<file path="config.mk">
export PLATFORM = sky130hd
export DESIGN_NAME = mii_phy_port
export DESIGN_NICKNAME = d
export VERILOG_FILES = /design/src/mii_port_pkg.sv /design/src/pin_sync.sv /design/src/stream_fifo.sv /design/src/mii_phy_port.sv
export SDC_FILE = /design/constraint.sdc
export NUM_CORES = 1
export LEC_CHECK = 0
export ABC_AREA = 1
export BUFFER_PORTS_ARGS = -buffer_cell sky130_fd_sc_hd__buf_2
export CORE_ASPECT_RATIO = 0.6
export CORE_UTILIZATION = 59
export CTS_CLUSTER_SIZE = 24
export DETAILED_ROUTE_END_ITERATION = 7
export MAX_ROUTING_LAYER = met4
export PLACE_DENSITY = 0.79
export SYNTH_ARGS = -nofsm -noshare
export SYNTH_HDL_FRONTEND = slang
export SYNTH_SLANG_ARGS = --single-unit
</file>
<file path="constraint.sdc">
create_clock -name i_mclk -period 2.3 [get_ports i_mclk]
set_input_delay 0.23 -clock i_mclk [delete_from_list [all_inputs] [get_ports i_mclk]]
set_output_delay 0.23 -clock i_mclk [all_outputs]
set_load 0.05 [all_outputs]
</file>
<file path="src/mii_port_pkg.sv">
package mii_port_pkg;

  // System clock
  localparam int MCLK_PERIOD_NS = 10;

  // Management clock timing
  localparam int MGMT_PERIOD_NS = 400;
  localparam int MGMT_HALF_NS = MGMT_PERIOD_NS / 2;
  localparam int MGMT_HALF_CYC_RAW = MGMT_HALF_NS / MCLK_PERIOD_NS;
  localparam int MGMT_HALF_CYC = (MGMT_HALF_CYC_RAW < 1) ? 1 : MGMT_HALF_CYC_RAW;
  localparam int DIV_W = 8;
  localparam logic [DIV_W-1:0] MGMT_HALF_DEF = DIV_W'(MGMT_HALF_CYC);
  localparam logic [DIV_W-1:0] DIV_ZERO = 8'h00;
  localparam logic [DIV_W-1:0] DIV_ONE = 8'h01;

  // Link widths
  localparam int NIB_W = 4;
  localparam int PHY_ADDR_W = 5;
  localparam int REG_ADDR_W = 5;
  localparam int MGMT_DATA_W = 16;

  // Management frame layout, bit 0 is first on the wire
  localparam int PREAMBLE_BITS = 32;
  localparam int CODE_W = 2;
  localparam int TA_FIRST = PREAMBLE_BITS + 2 * CODE_W + PHY_ADDR_W + REG_ADDR_W;
  localparam int DATA_FIRST = TA_FIRST + CODE_W;
  localparam int FRAME_BITS = DATA_FIRST + MGMT_DATA_W;
  localparam int BIT_W = 6;
  localparam logic [BIT_W-1:0] BIT_LAST = BIT_W'(FRAME_BITS - 1);
  localparam logic [BIT_W-1:0] BIT_ZERO = 6'h00;
  localparam logic [BIT_W-1:0] BIT_ONE = 6'h01;
  localparam logic [PREAMBLE_BITS-1:0] PREAMBLE = 32'hffff_ffff;
  localparam logic [CODE_W-1:0] START_CODE = 2'h1;
  localparam logic [CODE_W-1:0] OP_READ = 2'h2;
  localparam logic [CODE_W-1:0] OP_WRITE = 2'h1;
  localparam logic [CODE_W-1:0] TA_WRITE = 2'h2;

  // Transmit buffer
  localparam int TX_FIFO_DEPTH = 16;

  typedef struct packed {
    logic last;
    logic [NIB_W-1:0] nibble;
  } tx_beat_s;

  typedef struct packed {
    logic err;
    logic [NIB_W-1:0] nibble;
  } rx_beat_s;

  typedef struct packed {
    logic rd;
    logic [PHY_ADDR_W-1:0] phy_addr;
    logic [REG_ADDR_W-1:0] reg_addr;
    logic [MGMT_DATA_W-1:0] wdata;
  } mgmt_cmd_s;

  typedef enum logic {TX_IDLE, TX_SEND} tx_state_e;
  typedef enum logic {MG_IDLE, MG_RUN} mg_state_e;

endpackage

</file>
<file path="src/pin_sync.sv">
`timescale 1ns/10ps
`default_nettype none
module pin_sync #(
  parameter int W = 1
) (
  input wire logic i_mclk,
  input wire logic i_rst_n,
  input wire logic [W-1:0] i_d,
  output logic [W-1:0] o_q
);
  logic [W-1:0] meta_q;

  if (W < 1) begin : g_chk
    $error("pin_sync width must be at least one");
  end

  always_ff @(posedge i_mclk or negedge i_rst_n) begin
    if (!i_rst_n) begin
      meta_q <= '0;
      o_q <= '0;
    end else begin
      meta_q <= i_d;
      o_q <= meta_q;
    end
  end
endmodule
`default_nettype wire

</file>
<file path="src/stream_fifo.sv">
`timescale 1ns/10ps
`default_nettype none
module stream_fifo #(
  parameter int W = 8,
  parameter int DEPTH = 16
) (
  input wire logic i_mclk,
  input wire logic i_rst_n,
  input wire logic i_valid,
  input wire logic [W-1:0] i_data,
  output logic o_ready,
  output logic o_valid,
  output logic [W-1:0] o_data,
  input wire logic i_ready
);
  localparam int AW = $clog2(DEPTH);

  logic [W-1:0] mem [DEPTH];
  logic [AW:0] wr_q, wr_d, rd_q, rd_d;
  logic push, pop, full, empty;

  if (DEPTH < 2 || (1 << AW) != DEPTH) begin : g_chk
    $error("stream_fifo depth must be a power of two, at least two");
  end

  assign full = (wr_q[AW] != rd_q[AW]) && (wr_q[AW-1:0] == rd_q[AW-1:0]);
  assign empty = (wr_q == rd_q);
  assign o_ready = !full;
  assign o_valid = !empty;
  assign o_data = mem[rd_q[AW-1:0]];
  assign push = i_valid && !full;
  assign pop = i_ready && !empty;

  always_comb begin
    wr_d = push ? wr_q + (AW+1)'(1) : wr_q;
    rd_d = pop ? rd_q + (AW+1)'(1) : rd_q;
  end

  always_ff @(posedge i_mclk or negedge i_rst_n) begin
    if (!i_rst_n) begin
      wr_q <= '0;
      rd_q <= '0;
    end else begin
      wr_q <= wr_d;
      rd_q <= rd_d;
    end
  end

  // Storage has no reset; only pointers gate it
  always_ff @(posedge i_mclk) begin
    if (push) begin
      mem[wr_q[AW-1:0]] <= i_data;
    end
  end
endmodule
`default_nettype wire

</file>
<file path="src/mii_phy_port.sv">
`timescale 1ns/10ps
`default_nettype none
// Functional notes
// - Carrier input synchronised before use
// - Receive nibble used only with valid
// - Receive error honoured only while valid
// - Transmit outputs launched on clock rise
// - Receive inputs captured on clock rise
// - Management clock from programmable divider
// - Management clock period 400 ns default
// - Management frame fields in fixed order
// - Release data line only for read turnaround and data
// - Change after rise, sample on rise
// - Transmit error output held low
// - Transmit nibble valid only with enable
// - Full duplex collision blocks new frames
module mii_phy_port #(
  parameter int TX_FIFO_DEPTH = mii_port_pkg::TX_FIFO_DEPTH
) (
  input wire logic i_mclk,
  input wire logic i_rst_n,
  input wire logic i_full_duplex,
  input wire logic [mii_port_pkg::DIV_W-1:0] i_mgmt_clock_divider,
  input wire logic i_phy_tx_clock,
  input wire logic i_phy_rx_clock,
  input wire logic [mii_port_pkg::NIB_W-1:0] i_rx_nibble_in,
  input wire logic i_rx_valid_in,
  input wire logic i_rx_error_in,
  input wire logic i_carrier_sense_in,
  input wire logic i_collision_in,
  output logic [mii_port_pkg::NIB_W-1:0] o_tx_nibble_out,
  output logic o_tx_enable_out,
  output logic o_tx_error_out,
  output logic o_mgmt_clock_out,
  input wire logic i_mdio_in,
  output logic o_mdio_out,
  output logic o_mdio_oe,
  input wire logic i_tx_valid,
  input wire mii_port_pkg::tx_beat_s i_tx_beat,
  output logic o_tx_ready,
  output logic o_tx_underrun,
  output logic o_rx_valid,
  output mii_port_pkg::rx_beat_s o_rx_beat,
  output logic o_rx_end,
  output logic o_carrier,
  output logic o_collision,
  input wire logic i_mgmt_valid,
  input wire mii_port_pkg::mgmt_cmd_s i_mgmt_cmd,
  output logic o_mgmt_ready,
  output logic o_mgmt_done,
  output logic [mii_port_pkg::MGMT_DATA_W-1:0] o_mgmt_rdata
);
  localparam int SYNC_W = 7 + mii_port_pkg::NIB_W;

  if (TX_FIFO_DEPTH < 2) begin : g_chk
    $error("mii_phy_port transmit buffer depth must be at least two");
  end

  ////////////////////////////////////////////////////////////////////////
  // Pin synchronisers and clock edge detection
  logic [SYNC_W-1:0] pins_raw, pins_s;
  logic txc_s, rxc_s, dv_s, er_s, crs_s, col_s, mdi_s;
  logic [mii_port_pkg::NIB_W-1:0] rxd_s;
  logic txc_prev_q, txc_prev_d, rxc_prev_q, rxc_prev_d;
  logic tx_rise, rx_rise;

  assign pins_raw = {i_phy_tx_clock, i_phy_rx_clock, i_rx_nibble_in, i_rx_valid_in,
                     i_rx_error_in, i_carrier_sense_in, i_collision_in, i_mdio_in};

  pin_sync #(.W(SYNC_W)) u_sync (
    .i_mclk(i_mclk),
    .i_rst_n(i_rst_n),
    .i_d(pins_raw),
    .o_q(pins_s)
  );

  assign {txc_s, rxc_s, rxd_s, dv_s, er_s, crs_s, col_s, mdi_s} = pins_s;
  assign o_carrier = crs_s;
  assign o_collision = col_s;
  assign o_tx_error_out = 1'b0;

  always_comb begin
    txc_prev_d = txc_s;
    rxc_prev_d = rxc_s;
  end

  always_ff @(posedge i_mclk or negedge i_rst_n) begin
    if (!i_rst_n) begin
      txc_prev_q <= 1'b0;
      rxc_prev_q <= 1'b0;
    end else begin
      txc_prev_q <= txc_prev_d;
      rxc_prev_q <= rxc_prev_d;
    end
  end

  assign tx_rise = txc_s && !txc_prev_q;
  assign rx_rise = rxc_s && !rxc_prev_q;

  ////////////////////////////////////////////////////////////////////////
  // Transmit buffer and nibble engine
  logic f_valid, f_pop, can_start;
  mii_port_pkg::tx_beat_s f_beat;
  mii_port_pkg::tx_state_e tx_state_q, tx_state_d;
  logic tx_en_q, tx_en_d, underrun_q, underrun_d;
  logic [mii_port_pkg::NIB_W-1:0] tx_nib_q, tx_nib_d;

  stream_fifo #(.W($bits(mii_port_pkg::tx_beat_s)), .DEPTH(TX_FIFO_DEPTH)) u_txf (
    .i_mclk(i_mclk),
    .i_rst_n(i_rst_n),
    .i_valid(i_tx_valid),
    .i_data(i_tx_beat),
    .o_ready(o_tx_ready),
    .o_valid(f_valid),
    .o_data(f_beat),
    .i_ready(f_pop)
  );

  always_comb begin
    tx_state_d = tx_state_q;
    tx_en_d = tx_en_q;
    tx_nib_d = tx_nib_q;
    underrun_d = 1'b0;
    f_pop = 1'b0;
    // Collision blocks start in full duplex
    can_start = i_full_duplex ? !col_s : !crs_s;
    // Launch only on transmit clock rise
    if (tx_rise) begin
      case (tx_state_q)
        mii_port_pkg::TX_IDLE: begin
          tx_en_d = 1'b0;
          tx_nib_d = '0;
          if (!tx_en_q && can_start && f_valid) begin
            f_pop = 1'b1;
            tx_en_d = 1'b1;
            tx_nib_d = f_beat.nibble;
            if (!f_beat.last) begin
              tx_state_d = mii_port_pkg::TX_SEND;
            end
          end
        end
        mii_port_pkg::TX_SEND: begin
          // Frame in progress finishes regardless of collision
          if (f_valid) begin
            f_pop = 1'b1;
            tx_nib_d = f_beat.nibble;
            if (f_beat.last) begin
              tx_state_d = mii_port_pkg::TX_IDLE;
            end
          end else begin
            tx_en_d = 1'b0;
            tx_nib_d = '0;
            underrun_d = 1'b1;
            tx_state_d = mii_port_pkg::TX_IDLE;
          end
        end
        default: begin
          tx_state_d = mii_port_pkg::TX_IDLE;
          tx_en_d = 1'b0;
          tx_nib_d = '0;
        end
      endcase
    end
  end

  always_ff @(posedge i_mclk or negedge i_rst_n) begin
    if (!i_rst_n) begin
      tx_state_q <= mii_port_pkg::TX_IDLE;
      tx_en_q <= 1'b0;
      tx_nib_q <= '0;
      underrun_q <= 1'b0;
    end else begin
      tx_state_q <= tx_state_d;
      tx_en_q <= tx_en_d;
      tx_nib_q <= tx_nib_d;
      underrun_q <= underrun_d;
    end
  end

  assign o_tx_enable_out = tx_en_q;
  assign o_tx_nibble_out = tx_nib_q;
  assign o_tx_underrun = underrun_q;

  ////////////////////////////////////////////////////////////////////////
  // Receive capture
  logic rx_valid_q, rx_valid_d, rx_end_q, rx_end_d, in_frame_q, in_frame_d;
  mii_port_pkg::rx_beat_s rx_beat_q, rx_beat_d;

  always_comb begin
    rx_valid_d = 1'b0;
    rx_end_d = 1'b0;
    rx_beat_d = rx_beat_q;
    in_frame_d = in_frame_q;
    if (rx_rise) begin
      // Nibble and error gated by valid
      if (dv_s) begin
        rx_valid_d = 1'b1;
        rx_beat_d.nibble = rxd_s;
        rx_beat_d.err = er_s;
        in_frame_d = 1'b1;
      end else if (in_frame_q) begin
        rx_end_d = 1'b1;
        in_frame_d = 1'b0;
      end
    end
  end

  always_ff @(posedge i_mclk or negedge i_rst_n) begin
    if (!i_rst_n) begin
      rx_valid_q <= 1'b0;
      rx_end_q <= 1'b0;
      rx_beat_q <= '0;
      in_frame_q <= 1'b0;
    end else begin
      rx_valid_q <= rx_valid_d;
      rx_end_q <= rx_end_d;
      rx_beat_q <= rx_beat_d;
      in_frame_q <= in_frame_d;
    end
  end

  assign o_rx_valid = rx_valid_q;
  assign o_rx_beat = rx_beat_q;
  assign o_rx_end = rx_end_q;

  ////////////////////////////////////////////////////////////////////////
  // Management frame master
  mii_port_pkg::mg_state_e mg_state_q, mg_state_d;
  logic [mii_port_pkg::FRAME_BITS-1:0] frame_q, frame_d;
  logic [mii_port_pkg::BIT_W-1:0] bit_q, bit_d;
  logic [mii_port_pkg::DIV_W-1:0] cnt_q, cnt_d, half_q, half_d, half_sel;
  logic mdc_q, mdc_d, rd_q, rd_d, last_q, last_d, oe_q, oe_d, done_q, done_d;
  logic [mii_port_pkg::MGMT_DATA_W-1:0] shift_q, shift_d;

  always_comb begin
    mg_state_d = mg_state_q;
    frame_d = frame_q;
    bit_d = bit_q;
    cnt_d = cnt_q;
    half_d = half_q;
    mdc_d = mdc_q;
    rd_d = rd_q;
    last_d = last_q;
    oe_d = oe_q;
    done_d = 1'b0;
    shift_d = shift_q;
    // Divider input, zero selects 400 ns
    half_sel = (i_mgmt_clock_divider == mii_port_pkg::DIV_ZERO) ?
               mii_port_pkg::MGMT_HALF_DEF : i_mgmt_clock_divider;
    case (mg_state_q)
      mii_port_pkg::MG_IDLE: begin
        if (i_mgmt_valid) begin
          mg_state_d = mii_port_pkg::MG_RUN;
          rd_d = i_mgmt_cmd.rd;
          half_d = half_sel;
          cnt_d = half_sel - mii_port_pkg::DIV_ONE;
          mdc_d = 1'b0;
          bit_d = mii_port_pkg::BIT_ZERO;
          last_d = 1'b0;
          oe_d = 1'b1;
          frame_d = {mii_port_pkg::PREAMBLE, mii_port_pkg::START_CODE,
                     i_mgmt_cmd.rd ? mii_port_pkg::OP_READ : mii_port_pkg::OP_WRITE,
                     i_mgmt_cmd.phy_addr, i_mgmt_cmd.reg_addr,
                     mii_port_pkg::TA_WRITE, i_mgmt_cmd.wdata};
        end
      end
      mii_port_pkg::MG_RUN: begin
        if (cnt_q != mii_port_pkg::DIV_ZERO) begin
          cnt_d = cnt_q - mii_port_pkg::DIV_ONE;
        end else begin
          cnt_d = half_q - mii_port_pkg::DIV_ONE;
          mdc_d = !mdc_q;
          if (!mdc_q) begin
            // Sample at rise, then shift next bit
            if (rd_q && bit_q >= mii_port_pkg::DATA_FIRST) begin
              shift_d = {shift_q[mii_port_pkg::MGMT_DATA_W-2:0], mdi_s};
            end
            if (bit_q == mii_port_pkg::BIT_LAST) begin
              last_d = 1'b1;
            end else begin
              bit_d = bit_q + mii_port_pkg::BIT_ONE;
              frame_d = {frame_q[mii_port_pkg::FRAME_BITS-2:0], 1'b0};
              // Release for read turnaround and data
              oe_d = !(rd_q && bit_q >= mii_port_pkg::TA_FIRST - 1);
            end
          end else if (last_q) begin
            mg_state_d = mii_port_pkg::MG_IDLE;
            oe_d = 1'b0;
            done_d = 1'b1;
          end
        end
      end
      default: begin
        mg_state_d = mii_port_pkg::MG_IDLE;
        mdc_d = 1'b0;
        oe_d = 1'b0;
      end
    endcase
  end

  always_ff @(posedge i_mclk or negedge i_rst_n) begin
    if (!i_rst_n) begin
      mg_state_q <= mii_port_pkg::MG_IDLE;
      frame_q <= '0;
      bit_q <= '0;
      cnt_q <= '0;
      half_q <= mii_port_pkg::MGMT_HALF_DEF;
      mdc_q <= 1'b0;
      rd_q <= 1'b0;
      last_q <= 1'b0;
      oe_q <= 1'b0;
      done_q <= 1'b0;
      shift_q <= '0;
    end else begin
      mg_state_q <= mg_state_d;
      frame_q <= frame_d;
      bit_q <= bit_d;
      cnt_q <= cnt_d;
      half_q <= half_d;
      mdc_q <= mdc_d;
      rd_q <= rd_d;
      last_q <= last_d;
      oe_q <= oe_d;
      done_q <= done_d;
      shift_q <= shift_d;
    end
  end

  assign o_mgmt_clock_out = mdc_q;
  assign o_mdio_out = frame_q[mii_port_pkg::FRAME_BITS-1];
  assign o_mdio_oe = oe_q;
  assign o_mgmt_done = done_q;
  assign o_mgmt_rdata = shift_q;
  assign o_mgmt_ready = (mg_state_q == mii_port_pkg::MG_IDLE);

  ////////////////////////////////////////////////////////////////////////
  // Checks
  logic [8:0] run_cnt_q;

  always_ff @(posedge i_mclk or negedge i_rst_n) begin
    if (!i_rst_n) begin
      run_cnt_q <= 9'h001;
    end else if (mdc_d != mdc_q) begin
      run_cnt_q <= 9'h001;
    end else if (run_cnt_q != 9'h1ff) begin
      run_cnt_q <= run_cnt_q + 9'h001;
    end
  end
endmodule
`default_nettype wire

</file>
### Word-level counts from Yosys, hierarchy flattened

Memory sizes are Yosys's and may differ from the RTL's.
Cells that the tools add are included.

* mux-type cells: 61
* equality and inequality tests: 12
* reduce and logical (&&, ||, !) cells: 28
* magnitude comparators: 2
* bitwise logic cells: 4
* add/subtract/negate cells: 6

Operators with widths (number)
* $mux W64: 4
* $pmux W64 S2: 1
* $mux W1: 36
* $mux W6: 4
* $mux W8: 3
* $sub A8 B1 Y8 const B: 3
* $pmux W8 S2: 1
* $reduce_and A4 Y1: 4
* $pmux W1 S2: 7
* $ge A6 B6 Y1 const B: 2
* $pmux W6 S2: 1
* $add A5 B1 Y5 const B: 2
* $logic_and A1 B1 Y1: 9
* $logic_not A1 Y1: 9
* $logic_not A8 Y1: 1
* $mux W4: 2
* $ne A2 B2 Y1 const B: 4
* $pmux W4 S2: 1
* $reduce_and A2 Y1: 4
* $reduce_bool A8 Y1: 1
* $add A6 B1 Y6 const B: 1
* $eq A6 B6 Y1 const B: 1
* $eq A5 B5 Y1: 1
* $eq A4 B4 Y1: 1
* 6 further kinds: 10

* output and inout bits: 38
* word-level logic and storage cells: 140
* memories kept: 1
* input port bits: 56
* register bits: 157
* bits in writable memories: 80

Memories
* u_txf.mem: depth 16, width 5, rd ports 1, clocked after Yosys merged registers in 0, write ports 1, RTL line stream_fifo.sv:18 `logic [W-1:0] mem [DEPTH];`

### Depth between registers and ports, before layout

Gate-level depths: netlist (run 1).

* depth in word-level cells: 8
* mapped depth: 12
* depth with buffers taken out: 12

### Cells and area by module

From an unflattened synthesis (run 1), not the netlist that was laid out.

* cells, all modules: 971
* area total of the unflattened synthesis: 10105.9 um^2

Modules (own cells, without submodules)
* mii_phy_port: times used 1, area each 5507.8 um^2, cells an instance 554
* stream_fifo: times used 1, area each 4047.6 um^2, cells an instance 395
* pin_sync: times used 1, area each 550.5 um^2, cells an instance 22

### Worst setup path before layout (run 1)

Ideal clock, no wire load.

* path kind: flip-flop to flip-flop
* start: register u_txf.rd_q[0]
* end: memory u_txf.mem[15][0] (netlist bit) (enable)
* stages on the path, launching flop included: 9
* arrival time: 1.897 ns
* setup time: 0.353 ns
* clock period less this slack: 2.250 ns
* slack: 0.050 ns
* data required time: 1.947 ns
* cells stage by stage: dfrtp_1 > buf_2 > xor2_1 > nor2_1 > nand3_1 > nand2_1 > inv_1 > nand2_1 > nor2_1

* longest elaborated chain between the ends: 6

Ends and longest elaborated chain
* start: declaration: RTL line stream_fifo.sv:19 `logic [AW:0] wr_q, wr_d, rd_q, rd_d;`
* start signal: assignment: RTL line stream_fifo.sv:45 `rd_q <= rd_d;`
* $eq A4 B4 Y1: RTL line stream_fifo.sv:26 `assign full = (wr_q[AW] != rd_q[AW]) && (wr_q[AW-1:0] == rd_q[AW-1:0]);`
* $logic_and A1 B1 Y1: RTL line stream_fifo.sv:26
* $logic_not A1 Y1
* net o_tx_ready: RTL line mii_phy_port.sv:40 `output logic o_tx_ready,`
* $logic_and A1 B1 Y1: RTL line stream_fifo.sv:31 `assign push = i_valid && !full;`
* $mux W1: RTL line stream_fifo.sv:51 `if (push) begin`
* $mux W1 (not written as such): RTL line stream_fifo.sv:52 `mem[wr_q[AW-1:0]] <= i_data;`
* end: declaration: RTL line stream_fifo.sv:18

The timed path passes the listed nets, and every way through them passes these cells.

### Final worst setup path (run 1)

* start: register u_txf.wr_q[1]
* end: memory u_txf.mem[15][4] (netlist bit) (enable)

* longest elaborated chain between the ends: 6

Ends and longest elaborated chain
* start: declaration: RTL line stream_fifo.sv:19
* start signal: assignment: RTL line stream_fifo.sv:44 `wr_q <= wr_d;`
* $eq A4 B4 Y1: RTL line stream_fifo.sv:26
* $logic_and A1 B1 Y1: RTL line stream_fifo.sv:26
* $logic_not A1 Y1: RTL line stream_fifo.sv:31
* $logic_and A1 B1 Y1: RTL line stream_fifo.sv:31
* $mux W1: RTL line stream_fifo.sv:51
* $mux W1 (not written as such): RTL line stream_fifo.sv:52

Parallel ways exist; a longest one is shown, timed or not.

==> metrics.md, run 1 <==
| Metric | Value |
|---|---|
| Final Util | `71.4%` |
| Crit Path Category | `register to register` |
| PostCTS Resize Cnt | `0` |
| Sequential cell area | `approximately 6300 sq um` |
| Seq cells post-synth | `237` |
| I/O pin total | `94` |
| Fillers | `1131` |
| CTS clk-pin slew, worst paths | `0.06 ns` |
| Syn. warnings | `0` |
| Pwr/cell area | `between 1000 and 1500 nW/um^2` |
| Die H | `102 microns` |
| Final setup TNS | `0 ns` |
| Initial DRC Count | `787` |
| Tightest Hold Check Type | `input port to register` |
| Slew HR | `approximately three fifths` |
| IO buf count | `92` |
| R2R cell count | `7` |
| GP Congestion | `0.973` |
| Most common flop cell mapped by yosys | `dfrtp_1` |
| Layout cells sized above 1 | `~18%` |
| FP Rows | `36` |
| Largest net degree at the start of global routing | `57` |
| Die area | `~17000 sq um` |
| Peak VDD IR | `0.542 mV` |
| Most frequent cells in the layout | `nand2_1 (179), dfrtp_1 (155), nor2_1 (121)` |
| Commonest non-fill, non-tap cell in the layout | `nand2_1` |
| Fin. max-slew vios | `0` |
| Initial DRT Pass Iterations | `5` |
| # setup viols final | `0` |
| Worst R2R End | `u_txf.mem[15][4]$_DFFE_PP_` |
| Vias | `7140` |
| Fmax | `~0.47 GHz` |
| Synth Area per Inst | `10.4 sq um` |
| Vias in the first global route | `6536` |
| Clk buf depth | `3` |
| Worst Hold Depth | `3` |
| Reg2reg start | `u_txf.wr_q[1]$_DFFE_PN0P_` |
| Status | `finished, final reports clean` |
| CTS buffer count | `21` |
| Crit Path Max Fanout | `7` |
| Reg2reg setup slack | `roughly 0.15 ns` |
| CTS Sinks | `roughly 240` |
| Post-DP HPWL | `between 10000 and 15000 microns` |
| Async set-reset flop share out of synthesis | `66.2%` |
| Area delta synth->final | `17.6%` |
| CTS tree | `built` |
| Grt total ovfl | `0` |
| Startpoint Class | `register` |
| Unrepaired setup endpoints after global routing | `no` |
| Post-synth EDFFs | `80` |
| Period utilisation layout | `around 93%` |
| Post-CTS Setup Bufs | `0` |
| Number of max-cap violations | `0` |
| Final ANT Viol Nets | `0` |
| Synth Net Count | `between 1000 and 1500` |
| Final WL | `around 22000 microns` |
| Die width | `~170 microns` |
| First-pass GRT wire length | `approximately 34000 microns` |
| Tot Pwr | `between 0.01 and 0.015 W` |
| Syn Std Cell Area | `9910 sq um` |
| Seq/Total Area, Yosys | `63.9%` |
| Critical Path RT | `2.42 ns` |
| Number of diodes | `0` |
| Root Driver | `clkbuf_16` |
| # DRC | `0` |
| H-tree Lvls | `1` |
| Final min period | `2.15 ns` |
| Fin area | `~12000 sq um` |
| Netlist cell types | `between 40 and 50` |
| Antenna violations before repair | `0` |
| Final Hold Fails | `0` |
| Worst Hold Launch | `i_mgmt_cmd[1]` |
| Slew @ Worst Pin | `between 0.5 and 0.6 ns` |
| Setup crit end kind | `register` |
| GRT Resource Usage Total | `a little over a quarter` |
| Dpl cell area | `about 11000 sq um` |
| Hold buffers post-CTS | `35` |
| Initial Util | `about three fifths` |
| Core region area | `16300 sq um` |
| Synth Instances | `954` |
| Clock Latency Late Sink | `roughly 0.5 ns` |
| Multi-input logic area | `about 2900 sq um` |
| Clk_skew | `between 0.01 and 0.015 ns` |
| Nets | `~1100` |
| Hold endpoint | `frame_q[1]$_DFFE_PN0P_` |
| Critical Path AT | `approximately 2.3 ns` |
| Via/cell ratio | `5.39` |
| Static leakage | `5.25 nW` |
| Routed wire per std cell | `16.2 microns` |
-- layer usage --
layer,wire (microns),GRT usage (%),up-vias
li1,-,-,3405
met4,317,4.92,0
met1,10500,40.7,3367
met5,0,-,-
met2,8780,35.3,340
met3,1940,5.38,28
-- critical path: stages (launching register included) --
cell and delay (ns):
dfrtp_1 0.45, xor2_1 0.19, nor2_1 0.09, nand3_1 0.12
nand2_1 0.10, inv_1 0.17, nand2_1 0.20, nor2_1 0.47
-- registers in the layout, indices dropped and copies added (netlist names), 5 cells and up --
name,cells
u_txf.mem,80
o_mgmt_rdata,16
u_txf.wr_q,5
u_sync.o_q,11
bit_q,6
u_txf.rd_q,5
u_sync.meta_q,11
half_q,8
cnt_q,8
frame_q,64
o_rx_beat,5
-- cells by family (layout without fill, tap and decap cells) --
| group | after synthesis | in the layout | synth area share, % |
|---|---|---|---|
| simple gates | 347 | 347 | 14.4 |
| flops | 237 | 237 | 63.9 |
| compound gates | 192 | 192 | 12.8 |
| buf+inv | 156 | 299 | 6.58 |
| xor+xnor | 12 | 12 | 1.06 |
| fa+ha+maj | 9 | 9 | 1.14 |
| other cells | 1 | 1 | 0.0378 |
-- power breakdown --
| group | switching [W] | total [W] | internal [W] | leakage [nW] |
|---|---|---|---|---|
| logic | 0.00249 | 0.00365 | 0.00116 | 2.36 |
| clock network | 0.00148 | 0.00354 | 0.00206 | 0.336 |
| registers | 0.000476 | 0.00566 | 0.00519 | 2.54 |
| total | 0.00444 | 0.0129 | 0.00841 | 5.25 |
-- worst max-delay path by stage --
stage / startpoint / end / slack [ns] / cells past startpoint
3_5_place_dp: u_txf.wr_q[1]$_DFFE_PN0P_ / u_txf.mem[15][4]$_DFFE_PP_ / 0.24 / 7
5_1_grt: u_txf.wr_q[0]$_DFFE_PN0P_ / u_txf.mem[15][2]$_DFFE_PP_ / 0.008 / 7
3_3_place_gp: u_txf.wr_q[1]$_DFFE_PN0P_ / u_txf.mem[0][2]$_DFFE_PP_ / 0.35 / 7
6_report: u_txf.wr_q[1]$_DFFE_PN0P_ / u_txf.mem[15][4]$_DFFE_PP_ / 0.15 / 7
2_1_floorplan: u_txf.rd_q[0]$_DFFE_PN0P_ / u_txf.mem[15][0]$_DFFE_PP_ / 0.05 / 8
4_1_cts: u_txf.wr_q[1]$_DFFE_PN0P_ / u_txf.mem[15][4]$_DFFE_PP_ / 0.21 / 7
-- stage by stage --
step | cells | hold WS, ns | worst slack [ns]
6_report | 1325 | 0.00885 | 0.154
5_1_grt | 1325 | 0.0160 | 0.00812
2_1_floorplan | 954 | -0.0656 | 0.0498
3_3_place_gp | 1253 | 0.225 | 0.347
3_5_place_dp | 1253 | 0.223 | 0.243
4_1_cts | 1325 | 0.000228 | 0.206
-- synth_stat cells, types with 3 or more instances --
master | n | area [sq um]
a21oi_1 | 7 | 35.0
a22oi_1 | 22 | 165
a22oi_2 | 10 | 125
a31oi_1 | 23 | 144
buf_2 | 9 | 45.0
buf_4 | 6 | 45.0
buf_6 | 4 | 45.0
clkbuf_1 | 21 | 78.8
dfrtp_1 | 155 | 3880
edfxtp_1 | 80 | 2400
ha_1 | 9 | 113
inv_1 | 111 | 417
inv_2 | 3 | 11.3
nand2_1 | 179 | 672
nand2_2 | 12 | 75.1
nand3_1 | 19 | 95.1
nor2_1 | 121 | 454
nor3_1 | 3 | 15.0
o211ai_1 | 10 | 75.1
o21ai_0 | 65 | 325
o21ai_1 | 10 | 50.1
o21ai_2 | 16 | 140
o221ai_1 | 8 | 70.1
o22ai_1 | 14 | 87.6
xor2_1 | 10 | 87.6
-- final cells by class --
| type | count | area share, % |
|---|---|---|
| sequential | 237 | 54.4 |
| timing repair buffer | 147 | 8.41 |
| inverter | 115 | 3.73 |
| multi-input combinational | 561 | 25.1 |
| clock buffer | 30 | 5.23 |
| tap | 228 | 2.45 |
| clock inverter | 7 | 0.720 |
Note: power is estimated with default switching activity, not from simulation.
==> run 2: changes to the inputs <==
--- a/config.mk
+++ b/config.mk
@@ -5,14 +5,14 @@
 export SDC_FILE = /design/constraint.sdc
 export NUM_CORES = 1
 export LEC_CHECK = 0
-export ABC_AREA = 1
+export ABC_AREA = 0
 export BUFFER_PORTS_ARGS = -buffer_cell sky130_fd_sc_hd__buf_2
 export CORE_ASPECT_RATIO = 0.6
 export CORE_UTILIZATION = 59
 export CTS_CLUSTER_SIZE = 24
 export DETAILED_ROUTE_END_ITERATION = 7
 export MAX_ROUTING_LAYER = met4
-export PLACE_DENSITY = 0.79
+export PLACE_DENSITY = 0.8
 export SYNTH_ARGS = -nofsm -noshare
 export SYNTH_HDL_FRONTEND = slang
 export SYNTH_SLANG_ARGS = --single-unit
==> constraint.sdc (replaced) <==
create_clock -name i_mclk -period 2.1 [get_ports i_mclk]
set_input_delay 0.21 -clock i_mclk [delete_from_list [all_inputs] [get_ports i_mclk]]
set_output_delay 0.21 -clock i_mclk [all_outputs]
set_load 0.05 [all_outputs]
==> metrics.md, run 2 <==
| Metric | Value |
|---|---|
| Status | `finished, violations left` |
| Failing checks | `setup timing` |
| Die H | `around 100 microns` |
| Count leader, synth | `nand2_1` |
| CP startpoint | `bit_q[0]$_DFFE_PN0P_` |
| CTS Sinks | `~240` |
| Commonest non-fill, non-tap cell in the layout | `nand2_1` |
| Slew HR | `~37%` |
| IO buf count | `roughly 90` |
| Largest net degree at the start of global routing | `62` |
| Worst-path cell chain | `ha_1 > and3_1 > and3_1 > nor3_4 > buf_6 > nor2_4 > mux2_2` |
| Pre-CTS WS | `-0.160 ns` |
| Period utilisation layout | `105%` |
| Syn Std Cell Area | `roughly 9700 sq um` |
| Non-filler cells, final | `1144` |
| CTS tree | `built` |
| Most frequent cells in the layout | `nand2_1 (160), dfrtp_1 (150), buf_2 (91)` |
| Post-DP HPWL | `between 10000 and 15000 microns` |
| Initial DRT Pass Iterations | `5` |
| Fmax | `about 0.45 GHz` |
| Final setup TNS | `-1.13 ns` |
| Most common cell on crit path | `and3_1` |
| FP Rows | `35` |
| # DRC | `0` |
| Initial Util | `61.9%` |
| Routed wire per std cell | `~22 microns` |
| Pwr/cell area | `~1200 nW/um^2` |
| Grt total ovfl | `0` |
| Die width | `168 microns` |
| Dpl cell area | `approximately 11000 sq um` |
| Die area | `roughly 17000 sq um` |
| Final hold slack | `roughly 0.011 ns` |
| Fin worst setup slack | `-0.0984 ns` |
| Synth Instances | `~760` |
| Async set-reset flop share out of synthesis | `66.2%` |
| Peak VDD IR | `roughly 0.63 mV` |
| Number of diodes | `0` |
| H-tree Lvls | `1` |
| Largest stage delay on the critical path | `~0.38 ns` |
| Syn. warnings | `0` |
| GP Congestion | `just over 0.9` |
| Clk_skew | `0.0201 ns` |
| Synth Net Count | `slightly above 800` |
| Fin area | `12200 sq um` |
| CTS buffer count | `21` |
| Unrepaired setup endpoints after global routing | `yes` |
| Initial DRC Count | `~930` |
| Tightest Hold Check Type | `input port to register` |
| Reg2reg start | `bit_q[0]$_DFFE_PN0P_` |
| Critical Path AT | `between 2 and 3 ns` |
| Synth Area per Inst | `between 10 and 15 sq um` |
| Core region area | `about 16000 sq um` |
| CP max-delay cell | `dfrtp_1` |
| Netlist cell types | `56` |
| Fin. max-slew vios | `0` |
| Cell family with most CP delay | `simple AND/OR/NAND/NOR gates` |
| Clock Latency Late Sink | `between 0.5 and 0.6 ns` |
| Static leakage | `5.32 nW` |
| Area delta synth->final | `25.0%` |
| Dpl cells | `between 1000 and 1500` |
| Crit Path Max Fanout | `14` |
| Max reg flops | `80` |
| # setup viols final | `39` |
| Vias in the first global route | `between 6000 and 7000` |
| Via/cell ratio | `roughly 6.1` |
| Startpoint Class | `register` |
| Final min period | `approximately 2.2 ns` |
| Crit Path Category | `register to register` |
| Number of max-cap violations | `0` |
| Root Driver | `clkbuf_16` |
| Top post-synthesis cells by area | `dfrtp_1 (40%), edfxtp_1 (25%), nand2_1 (6.6%)` |
| Clk buf depth | `3` |
| Slew @ Worst Pin | `around 0.94 ns` |
| Area share of the largest cell type after synthesis | `around two fifths` |
| Layout cells sized above 1 | `33.0%` |
| First-pass GRT wire length | `approximately 36000 microns` |
| Final Hold Fails | `0` |
| Critical Path RT | `approximately 2.5 ns` |
| GRT Resource Usage Total | `29.3%` |
| Seq cells post-synth | `237` |
| Top cells by count, synth | `nand2_1 (170), dfrtp_1 (155), o21ai_0 (81)` |
| Buf/Inv on CP | `1` |
| Setup crit end kind | `register` |
| Final WL | `about 25000 microns` |
| Worst Hold Launch | `i_mgmt_cmd[3]` |
| Post-synth top area cell | `dfrtp_1` |
| Final ANT Viol Nets | `0` |
| CTS clk-pin slew, worst paths | `0.07 ns` |
| Vias | `roughly 7000` |
| Post-synth EDFFs | `80` |
| Most common flop cell mapped by yosys | `dfrtp_1` |
| Nets | `roughly 1000` |
| I/O pin total | `94` |
| Seq/Total Area, Yosys | `65.1%` |
| Antenna violations before repair | `0` |
run 2: logic make-up (layout without fill, tap and decap cells):
kind of cell,after synthesis,count (layout),share of synthesized area (%)
buf+inv,55,238,2.42
xor+xnor,22,22,1.98
mux,73,73,11.3
simple gates,252,255,11.8
fa+ha+maj,9,9,1.16
other cells,1,1,0.0385
flops,237,237,65.1
compound gates,106,106,6.17
run 2: path summary, 6_finish.rpt:
check | to | slack (ns) | cells past startpoint
worst max-delay path | frame_q[28]$_DFFE_PN0P_ | -0.1 | 7
min in group asynchronous | frame_q[3]$_DFFE_PN0P_ | 0.22 | 2
worst min-delay path | frame_q[3]$_DFFE_PN0P_ | 0.01 | 3
worst max register to register | frame_q[28]$_DFFE_PN0P_ | -0.1 | 7
max in group asynchronous | u_txf.rd_q[0]$_DFFE_PN0P_ | 1.17 | 3
worst min register to register | u_sync.o_q[2]$_DFF_PN0_ | 0.35 | 0
run 2: layer usage:
metal / routed length [microns] / up-vias / track usage (%) / share of wire [%]
met2: 11600 / 416 / 44.2 / 46
met1: 10700 / 3512 / 41.3 / 42
met4: 784 / 0 / 9.67 / 3.1
met5: 0 / - / - / 0
met3: 2360 / 78 / 4.73 / 9.3
li1: - / 2990 / - / -
run 2: per-stage QoR:
stage | power, W | utilization (%)
final | 0.0148 | 77.4
after global routing | 0.0154 | 77.4
after floorplan | 0.00907 | -
after global placement | 0.0102 | 68.1
after CTS | 0.0142 | 74.7
after detailed placement | 0.0105 | 68.1
run 2: cell type report:
type / count / area (sq um)
inverter: 16 / 63.8
sequential: 237 / 6340
clock buffer: 26 / 544
clock inverter: 12 / 57.6
fill: 845 / 3550
tap: 203 / 254
timing repair buffer: 184 / 1420
multi-input combinational: 466 / 3490
run 2: report_power, final:
part	internal (W)	total (W)	switching, W
Sequential	0.00580	0.00650	0.000709
Clock	0.00185	0.00350	0.00165
Combinational	0.00213	0.00481	0.00267
Total	0.00978	0.0148	0.00503
run 2: tightest hold or removal path, stage by stage:
cell	delay, ns
buf_2	0.08
mux2i_1	0.05
o21ai_0	0.13
run 2: repair_timing:
item                       4_1_cts  5_1_grt
setup endpoints to repair       62      155
hold endpoints to repair        64        0
pin swaps                        7       30
buffers inserted                10       16
gates resized for setup         31       57
hold buffers                    20        0
gates cloned                     2        7
==> run 3: changes to the inputs <==
--- a/config.mk
+++ b/config.mk
@@ -5,14 +5,15 @@
 export SDC_FILE = /design/constraint.sdc
 export NUM_CORES = 1
 export LEC_CHECK = 0
-export ABC_AREA = 0
+export ABC_AREA = 1
 export BUFFER_PORTS_ARGS = -buffer_cell sky130_fd_sc_hd__buf_2
 export CORE_ASPECT_RATIO = 0.6
+export CORE_MARGIN = 3
 export CORE_UTILIZATION = 59
 export CTS_CLUSTER_SIZE = 24
 export DETAILED_ROUTE_END_ITERATION = 7
 export MAX_ROUTING_LAYER = met4
-export PLACE_DENSITY = 0.8
+export PLACE_DENSITY = 0.79
 export SYNTH_ARGS = -nofsm -noshare
 export SYNTH_HDL_FRONTEND = slang
 export SYNTH_SLANG_ARGS = --single-unit
==> metrics.md, run 3 (same netlist as run 1, synthesis figures left out) <==
| Metric | Value |
|---|---|
| Fin area | `roughly 12000 sq um` |
| Core region area | `about 16000 sq um` |
| Sequential cell area | `6330 sq um` |
| Critical Path AT | `2.19 ns` |
| # DRC | `0` |
| Post-DP HPWL | `14400 microns` |
| Setup crit end kind | `register` |
| Initial DRC Count | `a little over 800` |
| Largest stage delay on the critical path | `around 0.44 ns` |
| Static leakage | `~5.3 nW` |
| Number of max-cap violations | `0` |
| GR Util met2 | `~35%` |
| Final ANT Viol Nets | `0` |
| Final Hold Fails | `0` |
| CTS tree | `built` |
| Reg2reg setup slack | `around 0.046 ns` |
| Switching power | `0.00498 W` |
| Crit Path Category | `register to register` |
| Pwr/cell area | `approximately 1200 nW/um^2` |
| Sequential share of power | `between 40% and 50%` |
| Vias in the first global route | `6906` |
| Grt met3 use | `5.89%` |
| First-pass GRT wire length | `~36000 microns` |
| FP Rows | `36` |
| Commonest non-fill, non-tap cell in the layout | `nand2_1` |
| Final Util | `between 70% and 80%` |
| Via/cell ratio | `about 5.4` |
| H-tree Lvls | `1` |
| Root Driver | `clkbuf_16` |
| CTS Sinks | `approximately 240` |
| Status | `finished, final reports clean` |
| Buf/Inv on CP | `1` |
| Die H | `~110 microns` |
| Period utilisation layout | `approximately 100%` |
| Max reg flops | `80` |
| Final setup TNS | `0 ns` |
| Grt total ovfl | `0` |
| Clock Latency Late Sink | `0.50 ns` |
| Post-CTS Setup Bufs | `0` |
| Dpl cell area | `around 11000 sq um` |
| Die area | `roughly 18000 sq um` |
| Most frequent cells in the layout | `nand2_1 (179), dfrtp_1 (155), nor2_1 (116)` |
| Final hold slack | `between 0.003 and 0.004 ns` |
| Nets | `~1200` |
| Multi-input logic area | `around 3000 sq um` |
| Switching Share | `34.7%` |
| Die width | `about 170 microns` |
| Final min period | `between 2 and 2.5 ns` |
| Antenna violations before repair | `0` |
| CTS buffer count | `21` |
| Clk buf depth | `3` |
| Met1 usage | `between 30% and 40%` |
| Initial DRT Pass Iterations | `8` |
| Fin worst setup slack | `~0.046 ns` |
| IO buf count | `92` |
| Cell family with most CP delay | `simple AND/OR/NAND/NOR gates` |
| # setup viols final | `0` |
| Routed wire per std cell | `between 15 and 20 microns` |
| Worst-path cell chain | `xor2_1 > nor2_1 > nand3_2 > nand2_1 > inv_1 > nand2_1 > nor2_1` |
| Peak VDD IR | `0.634 mV` |
| Crit Path Max Fanout | `7` |
| Layout cells sized above 1 | `18.3%` |
| Clk_skew | `roughly 0.011 ns` |
| I/O pin total | `94` |
| GP Congestion | `0.925` |
| Area delta synth->final | `19.2%` |
| Combinational share of power | `28.8%` |
| Part of the power in the clock network | `between 20 and 30%` |
| P_int | `0.00939 W` |
| Fin. max-slew vios | `0` |
| Tightest Hold Check Type | `input port to register` |
| Number of diodes | `0` |
| Vias | `between 7000 and 8000` |
| CTS clk-pin slew, worst paths | `~0.070 ns` |
| Initial Util | `between 60% and 70%` |
| GRT Resource Usage Total | `about a quarter` |
| Unrepaired setup endpoints after global routing | `yes` |
| Most used routing layer | `met1` |
| Fmax | `0.487 GHz` |
| Pre-CTS WS | `roughly 0.12 ns` |
| Fillers | `between 1000 and 1500` |
| CP max-delay cell | `dfrtp_1` |
| Startpoint Class | `register` |
| Final WL | `22200 microns` |
| Critical Path RT | `roughly 2.2 ns` |
| Largest net degree at the start of global routing | `56` |
-- run 3: path summary, 6_finish.rpt --
path | startpoint | to | cells after the start
max | u_txf.rd_q[0]$_DFFE_PN0P_ | u_txf.mem[7][0]$_DFFE_PP_ | 7
min | i_mgmt_clock_divider[6] | half_q[6]$_DFFE_PN0P_ | 3
max reg2reg | u_txf.rd_q[0]$_DFFE_PN0P_ | u_txf.mem[7][0]$_DFFE_PP_ | 7
min reg2reg | u_sync.meta_q[8]$_DFF_PN0_ | u_sync.o_q[8]$_DFF_PN0_ | 0
max in group asynchronous | i_rst_n | frame_q[37]$_DFFE_PN0P_ | 3
min in group asynchronous | i_rst_n | txc_prev_q$_DFF_PN0_ | 2
-- run 3: tightest hold or removal path: cells and delay by family --
| family | cells | cell delay, ns |
|---|---|---|
| AOI/OAI and AO/OA | 1 | 0.08 |
| buffers and inverters | 2 | 0.16 |
-- run 3: layout make-up --
type                       instances  share of cell area, %
clock buffer                      30                   5.09
clock inverter                     7                  0.911
inverter                         115                   3.70
multi-input combinational        561                   24.9
sequential                       237                   53.6
tap                              228                   2.42
timing repair buffer             155                   9.35
-- run 3: per-stage QoR --
| stage | total power (W) | cells |
|---|---|---|
| after global placement | 0.0101 | 1255 |
| after global routing | 0.0151 | 1333 |
| final | 0.0144 | 1333 |
| after CTS | 0.0143 | 1333 |
| after detailed placement | 0.0102 | 1255 |
| after floorplan | 0.00889 | 954 |
-- run 3: metal layers --
layer  part of all wire (%)  vias to the layer above
met3                    8.6                       37
met5                      0                        -
met4                    1.8                        0
li1                       -                     3434
met1                     47                     3431
met2                     42                      325
-- run 3: power groups by stage --
| stage | logic (W) | registers, W | clock network [W] |
|---|---|---|---|
| 2_1_floorplan | 0.00242 | 0.00647 | 0 |
| 3_3_place_gp | 0.00386 | 0.00626 | 0 |
| 3_5_place_dp | 0.00392 | 0.00628 | 0 |
| 4_1_cts | 0.00402 | 0.00620 | 0.00405 |
| 5_1_grt | 0.00457 | 0.00631 | 0.00426 |
| 6_report | 0.00413 | 0.00623 | 0.00401 |
-- run 3: timing repair --
item                                    CTS  global route
gates resized for setup                   0             9
endpoints found under the setup margin    0            65
endpoints found under the hold margin   195             0
hold buffers                             41             0
